File: src/status_led_pkg.sv
// constants, types and register map of the status lamp sequencer
package status_led_pkg;

  localparam int unsigned CLK_HZ = 10_000_000;
  localparam int unsigned CYC_PER_MS = CLK_HZ / 1000;
  localparam int unsigned SLOW_HALF_MS = 500;
  localparam int unsigned FAST_HALF_MS = 125;
  localparam int unsigned FLASH_MS = 20;
  localparam int unsigned SLOW_HALF_CYC = SLOW_HALF_MS * CYC_PER_MS;
  localparam int unsigned FAST_HALF_CYC = FAST_HALF_MS * CYC_PER_MS;
  localparam int unsigned FLASH_CYC = FLASH_MS * CYC_PER_MS;

  localparam int CNT_W = 24;
  localparam int NUM_CH = 4;
  localparam logic [2:0] RUN_LAST = 3'h5;

  localparam logic [7:0] CTRL_OFS = 8'h00;
  localparam logic [7:0] SLOW_OFS = 8'h04;
  localparam logic [7:0] FAST_OFS = 8'h08;
  localparam logic [7:0] FLASH_OFS = 8'h0C;
  localparam logic [7:0] STAT_OFS = 8'h10;

  localparam int CTRL_OFF_BIT = 0;
  localparam int CTRL_RUN_BIT = 1;
  localparam int CTRL_MAN_BIT = 2;
  localparam int CTRL_SUP_LSB = 4;
  localparam int CTRL_TRF_LSB = 8;
  localparam logic [31:0] CTRL_MASK = 32'h0000_0777;
  localparam logic [31:0] CTRL_RST = 32'h0000_0000;

  typedef enum logic [2:0] {
    PAT_OFF, PAT_FLASH, PAT_SLOW_BLINK, PAT_FAST_BLINK,
    PAT_ON, PAT_SLOW_WAVER, PAT_FAST_WAVER
  } pattern_t;

  typedef enum logic [2:0] {
    MODE_OFF, MODE_UPDATE, MODE_POWER, MODE_CFGERR,
    MODE_WAIT, MODE_RUN, MODE_MANUAL, MODE_NORMAL
  } mode_t;

  typedef struct packed {
    logic usb_configured;
    logic cfg_error;
    logic low_supply;
    logic fw_update;
    logic [NUM_CH-1:0] frame_evt;
  } status_t;

  typedef struct packed {
    logic supply_green;
    logic supply_yellow;
    logic [NUM_CH-1:0] traffic;
  } lamps_t;

endpackage : status_led_pkg

File: src/flash_stretch.sv
// retriggerable one-shot that stretches an event into a short lamp pulse
`timescale 1ns/10ps
`default_nettype none
module flash_stretch
  import status_led_pkg::*;
(
  input wire logic clk,
  input wire logic rst,
  input wire logic trigger,
  input wire logic [CNT_W-1:0] len,
  output logic lit
);

  logic [CNT_W-1:0] cnt_q;

  assign lit = (cnt_q != '0);

  always_ff @(posedge clk)
  begin
    if (rst)
      cnt_q <= '0;
    else if (trigger)
      cnt_q <= (len == '0) ? {{(CNT_W-1){1'b0}}, 1'b1} : len;
    else if (cnt_q != '0)
      cnt_q <= cnt_q - 1'b1;
  end

endmodule : flash_stretch
`default_nettype wire

File: src/phase_gen.sv
// free-running half-period counter giving an even square phase
`timescale 1ns/10ps
`default_nettype none
module phase_gen
  import status_led_pkg::*;
(
  input wire logic clk,
  input wire logic rst,
  input wire logic [CNT_W-1:0] half_cyc,
  output logic phase,
  output logic tick
);

  logic [CNT_W-1:0] cnt_q;
  logic [CNT_W-1:0] reload;
  logic phase_q;

  assign reload = (half_cyc == '0) ? '0 : half_cyc - 1'b1;
  // >= so that a shortened period takes effect at once
  assign tick = (cnt_q >= reload);
  assign phase = phase_q;

  always_ff @(posedge clk)
  begin
    if (rst)
      cnt_q <= '0;
    else if (tick)
      cnt_q <= '0;
    else
      cnt_q <= cnt_q + 1'b1;
  end

  always_ff @(posedge clk)
  begin
    if (rst)
      phase_q <= 1'b0;
    else if (tick)
      phase_q <= ~phase_q;
  end

endmodule : phase_gen
`default_nettype wire

File: src/status_led_sequencer.sv
// status lamp sequencer with AHB-Lite register slave
`timescale 1ns/10ps
`default_nettype none
module status_led_sequencer
  import status_led_pkg::*;
#(
  parameter int unsigned SLOW_HALF_DEF = SLOW_HALF_CYC,
  parameter int unsigned FAST_HALF_DEF = FAST_HALF_CYC,
  parameter int unsigned FLASH_DEF = FLASH_CYC
)
(
  input wire logic clk,
  input wire logic rst,
  input wire logic hsel,
  input wire logic [31:0] haddr,
  input wire logic [1:0] htrans,
  input wire logic hwrite,
  input wire logic [2:0] hsize,
  input wire logic [31:0] hwdata,
  input wire logic hready,
  output logic [31:0] hrdata,
  output logic hreadyout,
  output logic hresp,
  input wire status_t status,
  output lamps_t lamps
);

  logic addr_ph;
  logic wr_pend_q;
  logic rd_wait_q;
  logic [7:0] acc_addr_q;
  logic acc_hit_q;
  logic [31:0] hrdata_q;
  logic [31:0] ctrl_q;
  logic [CNT_W-1:0] slow_q;
  logic [CNT_W-1:0] fast_q;
  logic [CNT_W-1:0] flash_q;
  logic [CNT_W-1:0] fast_eff;
  logic slow_ph;
  logic fast_ph;
  logic slow_tick;
  logic beat_lit;
  logic [NUM_CH-1:0] flash_lit;
  mode_t mode_d;
  mode_t mode_q;
  logic [2:0] run_q;
  lamps_t lamps_d;
  lamps_t lamps_q;
  pattern_t sup_pat;
  pattern_t trf_pat;
  logic sup_yellow_only;
  logic [1:0] sup_bits;
  logic [1:0] trf_bits;

  // ---- AHB-Lite slave: writes land in the data phase, reads wait once
  assign addr_ph = hsel && htrans[1] && hready;
  assign hreadyout = ~rd_wait_q;
  assign hresp = 1'b0;
  assign hrdata = hrdata_q;

  always_ff @(posedge clk)
  begin
    if (rst)
    begin
      wr_pend_q <= 1'b0;
      rd_wait_q <= 1'b0;
    end
    else
    begin
      wr_pend_q <= addr_ph && hwrite;
      rd_wait_q <= addr_ph && !hwrite;
    end
  end

  always_ff @(posedge clk)
  begin
    if (rst)
    begin
      acc_addr_q <= 8'h00;
      acc_hit_q <= 1'b0;
    end
    else if (addr_ph)
    begin
      acc_addr_q <= haddr[7:0];
      acc_hit_q <= (haddr[31:8] == 24'h000000);
    end
  end

  function automatic logic wr_to(logic [7:0] ofs);
    wr_to = wr_pend_q && acc_hit_q && (acc_addr_q == ofs);
  endfunction : wr_to

  always_ff @(posedge clk)
  begin
    if (rst)
      ctrl_q <= CTRL_RST;
    else if (wr_to(CTRL_OFS))
      ctrl_q <= hwdata & CTRL_MASK;
  end

  always_ff @(posedge clk)
  begin
    if (rst)
    begin
      slow_q <= CNT_W'(SLOW_HALF_DEF);
      fast_q <= CNT_W'(FAST_HALF_DEF);
      flash_q <= CNT_W'(FLASH_DEF);
    end
    else
    begin
      if (wr_to(SLOW_OFS))
        slow_q <= hwdata[CNT_W-1:0];
      if (wr_to(FAST_OFS))
        fast_q <= hwdata[CNT_W-1:0];
      if (wr_to(FLASH_OFS))
        flash_q <= hwdata[CNT_W-1:0];
    end
  end

  always_ff @(posedge clk)
  begin
    if (rst)
      hrdata_q <= 32'h0000_0000;
    else if (rd_wait_q)
    begin
      if (!acc_hit_q)
        hrdata_q <= 32'h0000_0000;
      else
        unique case (acc_addr_q)
          CTRL_OFS: hrdata_q <= ctrl_q;
          SLOW_OFS: hrdata_q <= {8'h00, slow_q};
          FAST_OFS: hrdata_q <= {8'h00, fast_q};
          FLASH_OFS: hrdata_q <= {8'h00, flash_q};
          STAT_OFS: hrdata_q <= {14'h0000, lamps_q, 1'b0, mode_q,
                                 4'h0, status.usb_configured,
                                 status.cfg_error, status.low_supply,
                                 status.fw_update};
          default: hrdata_q <= 32'h0000_0000;
        endcase
    end
  end

  // ---- pattern timebase
  // a bad fast setting falls back to half the slow period
  assign fast_eff = (fast_q < slow_q) ? fast_q : (slow_q >> 1);

  phase_gen u_slow (
    .clk(clk),
    .rst(rst),
    .half_cyc(slow_q),
    .phase(slow_ph),
    .tick(slow_tick)
  );

  phase_gen u_fast (
    .clk(clk),
    .rst(rst),
    .half_cyc(fast_eff),
    .phase(fast_ph),
    .tick()
  );

  // one brief pulse per slow half period (each slow_tick) for the flash pattern
  flash_stretch u_beat (
    .clk(clk),
    .rst(rst),
    .trigger(slow_tick),
    .len(flash_q),
    .lit(beat_lit)
  );

  for (genvar ch = 0; ch < NUM_CH; ch++)
  begin : g_ch
    flash_stretch u_flash (
      .clk(clk),
      .rst(rst),
      .trigger(status.frame_evt[ch]),
      .len(flash_q),
      .lit(flash_lit[ch])
    );
  end

  // ---- display mode selection
  always_comb
  begin
    if (ctrl_q[CTRL_OFF_BIT])
      mode_d = MODE_OFF;
    else if (status.fw_update)
      mode_d = MODE_UPDATE;
    else if (status.low_supply)
      mode_d = MODE_POWER;
    else if (status.cfg_error)
      mode_d = MODE_CFGERR;
    else if (!status.usb_configured)
      mode_d = MODE_WAIT;
    else if (ctrl_q[CTRL_RUN_BIT])
      mode_d = MODE_RUN;
    else if (ctrl_q[CTRL_MAN_BIT])
      mode_d = MODE_MANUAL;
    else
      mode_d = MODE_NORMAL;
  end

  always_ff @(posedge clk)
  begin
    if (rst)
      mode_q <= MODE_WAIT;
    else
      mode_q <= mode_d;
  end

  always_ff @(posedge clk)
  begin
    if (rst)
      run_q <= 3'h0;
    else if (mode_q != MODE_RUN)
      run_q <= 3'h0;
    else if (slow_tick)
      run_q <= (run_q == RUN_LAST) ? 3'h0 : run_q + 3'h1;
  end

  // ---- lamp drive; result bit 1 is first colour, bit 0 second
  function automatic logic [1:0] pattern_out(pattern_t pat);
    unique case (pat)
      PAT_OFF: pattern_out = 2'h0;
      PAT_FLASH: pattern_out = {beat_lit, 1'b0};
      PAT_SLOW_BLINK: pattern_out = {slow_ph, 1'b0};
      PAT_FAST_BLINK: pattern_out = {fast_ph, 1'b0};
      PAT_ON: pattern_out = 2'h2;
      PAT_SLOW_WAVER: pattern_out = {slow_ph, ~slow_ph};
      PAT_FAST_WAVER: pattern_out = {fast_ph, ~fast_ph};
      default: pattern_out = 2'h0;
    endcase
  endfunction : pattern_out

  always_comb
  begin
    sup_pat = PAT_OFF;
    trf_pat = PAT_OFF;
    sup_yellow_only = 1'b0;
    unique case (mode_q)
      MODE_OFF: ;
      MODE_UPDATE:
      begin
        sup_pat = PAT_ON;
        trf_pat = PAT_FAST_BLINK;
      end
      MODE_POWER, MODE_CFGERR:
      begin
        sup_pat = PAT_SLOW_WAVER;
        trf_pat = PAT_SLOW_BLINK;
      end
      MODE_WAIT:
      begin
        sup_pat = PAT_SLOW_BLINK;
        sup_yellow_only = 1'b1;
      end
      MODE_RUN: ;
      MODE_MANUAL:
      begin
        sup_pat = pattern_t'(ctrl_q[CTRL_SUP_LSB +: 3]);
        trf_pat = pattern_t'(ctrl_q[CTRL_TRF_LSB +: 3]);
      end
      MODE_NORMAL: sup_pat = PAT_ON;
    endcase
  end

  // the function reads the phases itself, so it is evaluated in a process
  always_comb
  begin
    sup_bits = pattern_out(sup_pat);
    trf_bits = pattern_out(trf_pat);
    lamps_d = '0;
    if (sup_yellow_only)
      lamps_d.supply_yellow = sup_bits[1];
    else
    begin
      lamps_d.supply_green = sup_bits[1];
      lamps_d.supply_yellow = sup_bits[0];
    end
    // traffic lamps are yellow only: waver reduces to blink
    lamps_d.traffic = {NUM_CH{trf_bits[1]}};
    if (mode_q == MODE_NORMAL)
      lamps_d.traffic = flash_lit;
    else if (mode_q == MODE_RUN)
    begin
      if (run_q == 3'h0)
        lamps_d.supply_green = 1'b1;
      else if (run_q == 3'h1)
        lamps_d.supply_yellow = 1'b1;
      else
        lamps_d.traffic = NUM_CH'(4'h1 << (run_q - 3'h2));
    end
  end

  always_ff @(posedge clk)
  begin
    if (rst)
      lamps_q <= '0;
    else
      lamps_q <= lamps_d;
  end

  assign lamps = lamps_q;
endmodule : status_led_sequencer
`default_nettype wire

File: config.mk
export PLATFORM = sky130hd
export DESIGN_NAME = status_led_sequencer
export DESIGN_NICKNAME = d
export VERILOG_FILES = /design/src/status_led_pkg.sv /design/src/flash_stretch.sv /design/src/phase_gen.sv /design/src/status_led_sequencer.sv
export SDC_FILE = /design/constraint.sdc
export NUM_CORES = 1
export LEC_CHECK = 0
export BUFFER_PORTS_ARGS = -buffer_cell sky130_fd_sc_hd__buf_2
export CORE_MARGIN = 2
export CORE_UTILIZATION = 49
export CTS_CLUSTER_DIAMETER = 100
export DETAILED_ROUTE_END_ITERATION = 8
export PLACE_DENSITY = 0.64
export SYNTH_ARGS = -nofsm -noshare
export SYNTH_HDL_FRONTEND = slang
export SYNTH_SLANG_ARGS = --single-unit
File: constraint.sdc
create_clock -name clk -period 6.3 [get_ports clk]
set_input_delay 0.315 -clock clk [delete_from_list [all_inputs] [get_ports clk]]
set_output_delay 0.315 -clock clk [all_outputs]
set_load 0.05 [all_outputs]
* Word level (Yosys, flattened, before mapping) *
Cells that the tools add are included.

operators by class
  reduce and logical (&&, ||, !) cells = 33
  equality and inequality tests = 26
  muxes and demuxes = 38
  shift-type cells = 1
  bitwise gates (word level) = 3
  add/subtract/negate cells = 11
  order comparisons = 3

operators by type and width
  kind                                                 number
  2-to-1 mux 24 bit                                    15
  subtractor 24 x 1 -> 24 bit, second input constant   7
  one-hot mux 24 bit (5 select lines)                  1
  nonzero test 24 bit                                  5
  zero test 24 bit                                     4
  adder 24 x 1 -> 24 bit, second input constant        2
  >= comparator 24 bit                                 2
  equality test 3 bit, second input constant           11
  < comparator 24 bit                                  1
  one-hot mux 2 bit (6 select lines)                   2
  equality test 3 x 2 -> 1 bit, second input constant  6
  equality test 8 x 4 -> 1 bit, second input constant  2
  2-to-1 mux 3 bit                                     5
  equality test 3 x 1 -> 1 bit, second input constant  4
  one-hot mux 3 bit (4 select lines)                   1
  OR reduction 2 bit                                   6
  nonzero test 2 bit                                   5
  logical AND 1 bit                                    9
  one-hot mux 3 bit (3 select lines)                   1
  equality test 8 x 3 -> 1 bit, second input constant  1
  equality test 8 x 5 -> 1 bit, second input constant  1
  zero test 8 bit                                      1
  2-to-1 mux 4 bit                                     2
  2-to-1 mux 1 bit                                     6
  11 further kinds                                     15

word-level totals
  bits in registers = 306
  input port bits = 82
  logic and storage cells = 140
  output and inout bits = 40

* Logic depth before layout (Yosys ltp) *
Gate-level depths: netlist of run 1.

  word-level depth = 10
  depth in mapped cells = 28
  gate-level depth less buffers = 23

* By module *
From an unflattened synthesis of run 1, not the netlist that was laid out.

second synthesis, totals
  cell total of the unflattened synthesis = 2178
  area, all modules = 17890.9 um2

modules (own cells, without submodules)
  module                                cells each  area an instance (um2)  seq. area each (um2)  times used
  status_led_sequencer                  741         6203.4                  2562.5                1
  flash_stretch at g_ch[0].u_flash ...  179         1463.9                  480.5                 4
  phase_gen at u_slow                   272         2233.4                  500.5                 1
  phase_gen at u_fast                   277         2154.6                  500.5                 1
  flash_stretch at g_ch[1].u_flash      172         1443.9                  480.5                 1

* Worst setup path after synthesis of run 1 *
OpenSTA, ideal clock, no wires.

  path type = flip-flop to flip-flop
  start point = register slow_q[9]
  end point = register u_fast.cnt_q[10]
  buffers on the path = 5
  data required time = 6.235 ns
  arrival = 5.694 ns
  setup time = 0.065 ns
  period minus slack after synthesis = 5.759 ns
  path slack = 0.541 ns
  stages on the path, launching flop included = 29
  cell sequence = dfxtp_1 > clkbuf_1 > inv_1 > ha_1 > a21oi_1 > nor2_1 > a2111oi_0 > a221o_1 > buf_2 > buf_1 > a21oi_1 > a21oi_1 > ha_1 > nand4_1 > or3_1 > a22oi_1 > nand2_1 > clkbuf_1 > nand2_1 > ha_1 > a21o_1 > a21o_1 > a2111oi_0 > nor3_1 > nand3_1 > a311o_1 > nand3_1 > clkbuf_1 > nor2_1

between the ends
  longest elaborated chain between the ends = 6
  elaborated cells between the ends (all ways) = 7
  those cells by class = add/sub: 1; order compare: 2; mux: 2; reduce/logical: 2

ends and longest elaborated chain
  element                                                          line                         RTL
  start, declared                                                  status_led_sequencer.sv:35   logic [CNT_W-1:0] slow_q;
  start signal, assigned                                           status_led_sequencer.sv:105  slow_q <= CNT_W'(SLOW_HALF_DEF);
  start signal, assigned                                           status_led_sequencer.sv:112  slow_q <= hwdata[CNT_W-1:0];
  < comparator 24 bit                                              status_led_sequencer.sv:145  assign fast_eff = (fast_q < slow_q) ? fast_q : (slow_q >> 1);
  2-to-1 mux 24 bit (*)                                            status_led_sequencer.sv:145
  subtractor 24 x 1 -> 24 bit or zero test 24 bit (tied branches)  phase_gen.sv:18              assign reload = (half_cyc == '0) ? '0 : half_cyc - 1'b1;
  2-to-1 mux 24 bit (*)                                            phase_gen.sv:18
  >= comparator 24 bit (*)                                         phase_gen.sv:20              assign tick = (cnt_q >= reload);
  OR reduction 2 bit (no line) (*)                                 --
  end signal, assigned                                             phase_gen.sv:30              cnt_q <= cnt_q + 1'b1;
  end, declared                                                    phase_gen.sv:14              logic [CNT_W-1:0] cnt_q;

Every way passes the cells marked *; elsewhere a longest branch is shown, timed or not.
A chain may end at the register's enable or synchronous reset.

* Final worst setup path of run 1 *
  start point = register slow_q[9]
  end point = register u_fast.cnt_q[15]

Same word-level chain as after synthesis.

==> flow_summary_export.csv, run 1 <==
group,metric,value,unit
sta,hold_viol_final,0,
logic_synthesis,synth_area_leaders,"dfxtp_1, a21oi_1, nand2_1",
place,gp_congestion,0.953,
cts,cts_sinks,298,
floorplan,ios,122,
floorplan,fp.coreArea,35300,µm²
floorplan,start_util,49.4,%
sta,max_slew_margin,20.0,%
setup_path,cp_max_fo,24,
grt,grt_max_degree,104,
logic_synthesis,synth_cell_types,72,
place,place_hpwl,38.6,mm
logic_synthesis,syn_area,17400,µm²
setup_path,required,6.79,ns
cts,cts.path.max_buffers,3,
layout,drive_above_1_share,9.22,%
power,switchingPower,0.00147,W
sta,tns,0,ns
setup_path,worstSetupStartpointType,"register",
power,p_seq_share,41.8,%
setup_path,cp_slowest_stage_delay,0.57,ns
logic_synthesis,synth_top_area_cell,"dfxtp_1",
logic_synthesis,syn_area_per_cell,7.60,µm²
flow_run,max_cap_viol_count,0,
sta,maxSlewViolCount,0,
sta,setup_violations,0,
routing,vias,16800,
power,comb_power_share,18.8,%
setup_path,path_cells,"inv_1 -> ha_1 -> a21oi_1 -> nor2_1 -> a2111oi_1 -> a221o_1 -> a21oi_1 -> a21oi_1 -> ha_1 -> and3_1 -> nand3_1 -> a22oi_1 -> a21oi_1 -> or3_1 -> ha_1 -> a21o_1 -> a21oi_1 -> nor2_1 -> a211oi_1 -> nand3_1 -> buf_4 -> nor2_1",
setup_path,worstSetupEndpointType,"register",
power,power_density,262,nW/µm²
power,max-vdd-ir-drop,223,µV
logic_synthesis,netlist_instances,2294,
place,portBuffers,100,
power,total_leakage_power,7.56,nW
setup_path,cp_top_family,"compound AO/OA/AOI/OAI gates",
status,status,"finished, final reports clean",
logic_synthesis,yosys_warnings,0,
cts,clk-insertion-delay-late,0.56,ns
cts,numCtsBuffers,35,
power,power.total,0.00508,W
routing,drc,0,
setup_path,crit_type,"register to register",
sta,period_minus_slack,5.81,ns
cts,htreeDepth,2,
logic_synthesis,synthFlopType,"dfxtp_1",
floorplan,fp.dieH,193,µm
logic_synthesis,synth-seq-cells,298,
sta,rsz0062_at_grt,"no",
routing,firstDrtPassIters,5,
cts,clkTransAtPathRegs,0.06,ns
routing,final_antenna_net_count,0,
logic_synthesis,synth_edf_count,0,
layout,area_growth,11.1,%
layout,final_common_cell,"dfxtp_1",
floorplan,die_area,37100,µm²
sta,worst_slew_pin_slew,1.19,ns
grt,grt_pass1_vias,15600,
sta,finalWorstSetupSlack,0.494,ns
logic_synthesis,synthDominantCellAreaShare,34.2,%
floorplan,die_x,193,µm
cts,root_buffer,"clkbuf_16",
layout,mostFrequentLayoutCells,"dfxtp_1, nand2_1, nor2_1",
layout,layout.nets,2484,
grt,grt_pass1_wl,85.4,mm
setup_path,crit_top_cell,"a21oi_1",
place,pre_cts_slack,0.508,ns
power,p_int,0.00360,W
setup_path,worst_ep_arrival_time,6.30,ns
grt,antenna_found_initial,0,
routing,finalWirelength,55.1,mm
power,p_clk_share,39.4,%
setup_path,critPathBufInv,2,
grt,grt-ovfl-total,0,
routing,via_per_inst,5.98,
cts,cts_tree,"yes",
logic_synthesis,async_flop_share,0,%
sta,clock-skew-final,0.0128,ns
setup_path,cpMaxStageDelayCell,"a2111oi_1",
floorplan,rows,69,
sta,fmax,172,MHz
sta,post-route-period-util,92.2,%
power,p_sw_share,29.0,%
routing,drt_iter0_drc,1626,
logic_synthesis,seq_area_frac_synth,34.2,%
hold_path,hold_path.class,"primary input to register",
grt,grt.total_usage,29.6,%
routing,wl_per_cell,19.7,µm
per-layer routing:
metal / track usage, % / wire [µm] / vias to the layer above
met2: 47.4 / 25000 / 572
met5: 0 / 0 / -
met3: 4.58 / 3770 / 141
li1: - / - / 8132
met4: 13.5 / 2460 / 0
met1: 39.0 / 23900 / 7940
through the flow:
step | hold slack (ns) | util [%] | cells | area, µm²
after global placement | 0.443 | 51.5 | 2739 | 18200
after global routing | 0.0171 | 54.9 | 2805 | 19400
after floorplan | 0.394 | - | 2302 | 17500
after CTS | 0.000137 | 54.9 | 2805 | 19400
after detailed placement | 0.445 | 51.5 | 2739 | 18200
final | 0.0140 | 54.9 | 2806 | 19400
cell families (layout without fill, tap and decap cells):
| logic type | after synthesis | after routing | synth area share (%) |
|---|---|---|---|
| and+or+nand+nor | 999 | 999 | 27.2 |
| AOI/OAI and AO/OA | 486 | 486 | 16.6 |
| DFF | 298 | 298 | 34.2 |
| buffers and inverters | 211 | 253 | 4.79 |
| xor gates and xnor gates | 165 | 165 | 8.29 |
| adders and majority gates | 81 | 81 | 5.81 |
| muxes | 53 | 53 | 3.09 |
| other | 1 | 10 | 0.0215 |
power groups by stage:
stage / clock [W] / sequential (W) / combinational [W]
after CTS: 0.00203 / 0.00212 / 0.000956
final: 0.00200 / 0.00212 / 0.000955
after global placement: 0 / 0.00215 / 0.000927
after detailed placement: 0 / 0.00216 / 0.000945
after floorplan: 0 / 0.00214 / 0.000785
after global routing: 0.00209 / 0.00214 / 0.00108
Yosys cell counts (48+ instances only):
library cell	n
a21oi_1	244
nand3_1	77
nor4_1	48
nor3_1	93
ha_1	81
o21ai_0	92
dfxtp_1	298
nand2_1	294
xor2_1	58
xnor2_1	107
inv_1	55
or4_1	49
nor2_1	292
clkbuf_1	126
state kept, by name, summed over array words and instances, names as in the netlist, 3 cells and up:
name	cells
u_slow.cnt_q	24
u_fast.cnt_q	24
slow_q	24
flash_q	24
acc_addr_q	8
hrdata	24
lamps	6
ctrl_q	9
g_ch.u_flash.cnt_q	96
run_q	3
u_beat.cnt_q	24
fast_q	24
mode_q	3
final cells by class:
type,instances,area (µm²)
clock buffers,53,1010
well taps,461,577
flip-flops and latches,298,5970
inverters,56,210
fillers,3443,15900
repair buffers,137,800
clock inverters,7,96.3
diodes,1,2.50
multi-input cells,1793,10700
what timing repair did:
action / 4_1_cts / 5_1_grt
setup buffers: 0 / 0
setup endpoints to repair: 0 / 24
endpoints found under the hold margin: 7 / 0
gates resized for setup: 0 / 1
hold buffers: 6 / 0
worst paths after layout:
path                                                 start                          end  slack (ns)  depth (start not counted)
worst max-delay path                slow_q[9]$_SDFFE_PP1P_  u_fast.cnt_q[15]$_SDFF_PP0_        0.49                         22
worst min-delay path                             status[5]         mode_q[2]$_SDFF_PP1_        0.01                          2
worst max register to register      slow_q[9]$_SDFFE_PP1P_  u_fast.cnt_q[15]$_SDFF_PP0_        0.49                         22
worst min register to register  acc_addr_q[0]$_SDFFE_PP0P_   acc_addr_q[0]$_SDFFE_PP0P_        0.45                          2
No activity file was read; power rests on OpenSTA's default activity.
==> run 2: changes to the inputs <==
--- a/config.mk
+++ b/config.mk
@@ -7,10 +7,10 @@
 export LEC_CHECK = 0
 export BUFFER_PORTS_ARGS = -buffer_cell sky130_fd_sc_hd__buf_2
 export CORE_MARGIN = 2
-export CORE_UTILIZATION = 49
+export CORE_UTILIZATION = 61
 export CTS_CLUSTER_DIAMETER = 100
 export DETAILED_ROUTE_END_ITERATION = 8
-export PLACE_DENSITY = 0.64
+export PLACE_DENSITY = 0.77
 export SYNTH_ARGS = -nofsm -noshare
 export SYNTH_HDL_FRONTEND = slang
 export SYNTH_SLANG_ARGS = --single-unit
==> flow_summary_export.csv, run 2 (synthesis results as in run 1) <==
group,metric,value,unit
sta,tns,0,ns
sta,post-route-period-util,94.0,%
place,dp.cells,2661,
floorplan,die_x,173,µm
floorplan,die_area,29900,µm²
layout,area_growth,10.7,%
layout,largest_reg_flops,96,
cts,cts_tree,"yes",
floorplan,rows,61,
setup_path,worst_ep_arrival_time,6.36,ns
grt,grt.total_usage,34.7,%
floorplan,fp.dieH,173,µm
grt,grt_pass1_wl,84.4,mm
setup_path,cp_max_fo,24,
floorplan,ios,122,
layout,nFillCells,2451,
place,portBuffers,100,
setup_path,crit_type,"register to register",
routing,firstDrtPassIters,8,
cts,root_buffer,"clkbuf_16",
grt,grt-ovfl-total,0,
routing,drt_iter0_drc,1697,
floorplan,start_util,62.4,%
cts,cts_sinks,298,
setup_path,required,6.74,ns
routing,drc,0,
grt,grt_pass1_vias,16000,
routing,final_antenna_net_count,0,
routing,wl_per_cell,19.7,µm
status,status,"finished, final reports clean",
layout,final_common_cell,"dfxtp_1",
layout,mostFrequentLayoutCells,"dfxtp_1, nand2_1, nor2_1",
hold_path,hold_path.class,"primary input to register",
layout,top_register,"g_ch.u_flash.cnt_q",
grt,grt_max_degree,80,
place,place_hpwl,37.5,mm
routing,finalWirelength,53.6,mm
cts,clk-insertion-delay-late,0.53,ns
sta,fmax,169,MHz
routing,via_per_inst,6.29,
power,power_density,266,nW/µm²
sta,maxSlewViolCount,0,
sta,period_minus_slack,5.92,ns
layout,layout.nets,2485,
power,max-vdd-ir-drop,295,µV
routing,vias,17100,
sta,rsz0062_at_grt,"no",
cts,clkTransAtPathRegs,0.06,ns
power,total_leakage_power,7.57,nW
sta,setup_violations,0,
flow_run,max_cap_viol_count,0,
floorplan,fp.coreArea,27900,µm²
place,gp_congestion,0.976,
grt,antenna_found_initial,2,
sta,clock-skew-final,0.0298,ns
layout,fin_cells,2721,
layout,drive_above_1_share,9.43,%
setup_path,worstSetupEndpointType,"register",
sta,max_slew_margin,25.8,%
cts,cts_setup_buffers,0,
layout,antenna_cells,0,
cts,cts.path.max_buffers,3,
sta,worst_slew_pin_slew,1.11,ns
cts,htreeDepth,2,
cts,numCtsBuffers,35,
setup_path,worstSetupStartpointType,"register",
sta,hold_viol_final,0,
## run 2: area by class of cell
class | instances | area [µm²] | area share, %
inverter | 56 | 210 | 1.09
clock inverter | 10 | 175 | 0.908
multi-input combinational | 1793 | 10700 | 55.5
clock buffer | 48 | 965 | 5.00
timing repair buffer | 138 | 797 | 4.13
tap | 378 | 473 | 2.45
sequential | 298 | 5970 | 30.9
## run 2: what timing repair did
item / CTS / global route
resized for setup: 0 / 1
hold endpoints to repair: 2 / 0
hold buffers: 2 / 0
endpoints found under the setup margin: 0 / 24
## run 2: stage by stage
stage	hold WS [ns]	cell area (µm²)	utilization [%]	setup WS (ns)	total power, W
2_1_floorplan	0.394	17500	-	0.541	0.00292
3_3_place_gp	0.442	18100	64.9	0.626	0.00307
3_5_place_dp	0.455	18100	64.9	0.453	0.00310
4_1_cts	0.0213	19300	69.1	0.409	0.00514
5_1_grt	0.0479	19300	69.1	0.00675	0.00535
6_report	0.0225	19300	69.1	0.380	0.00514
## run 2: worst max-delay path, stage by stage (launching register included)
cell	delay, ns
dfxtp_1	0.51
inv_1	0.17
ha_1	0.34
a21oi_1	0.18
nor2_1	0.08
a2111oi_1	0.55
a221o_1	0.29
buf_4	0.17
a21oi_1	0.07
a21oi_1	0.29
ha_1	0.30
and3_1	0.17
nand3_1	0.14
a22oi_1	0.57
a21oi_1	0.14
or3_1	0.38
ha_1	0.30
a21o_1	0.16
a21oi_1	0.13
nor2_1	0.05
a211oi_1	0.35
nand3_1	0.12
buf_4	0.23
nor2_1	0.13
## run 2: where the power goes
group / internal [W] / switching [W]
Sequential: 0.00200 / 0.000119
Clock: 0.00124 / 0.000820
Combinational: 0.000436 / 0.000524
Total: 0.00368 / 0.00146
## run 2: layer usage
metal / vias up / track usage [%] / share of wire, %
met2: 763 / 55.6 / 45
met5: - / 0 / 0.024
li1: 8140 / - / -
met4: 2 / 18.1 / 5.4
met1: 8017 / 44.6 / 41
met3: 182 / 6.20 / 8.6
## run 2: path summary, 6_finish.rpt
check	from	endpoint	slack (ns)	depth (start not counted)
setup / recovery	slow_q[9]$_SDFFE_PP1P_	u_fast.cnt_q[6]$_SDFF_PP0_	0.38	23
hold / removal	haddr[4]	acc_addr_q[4]$_SDFFE_PP0P_	0.02	3
setup reg to reg	slow_q[9]$_SDFFE_PP1P_	u_fast.cnt_q[6]$_SDFF_PP0_	0.38	23
hold reg to reg	hrdata[2]$_SDFFE_PP0P_	hrdata[2]$_SDFFE_PP0P_	0.46	2
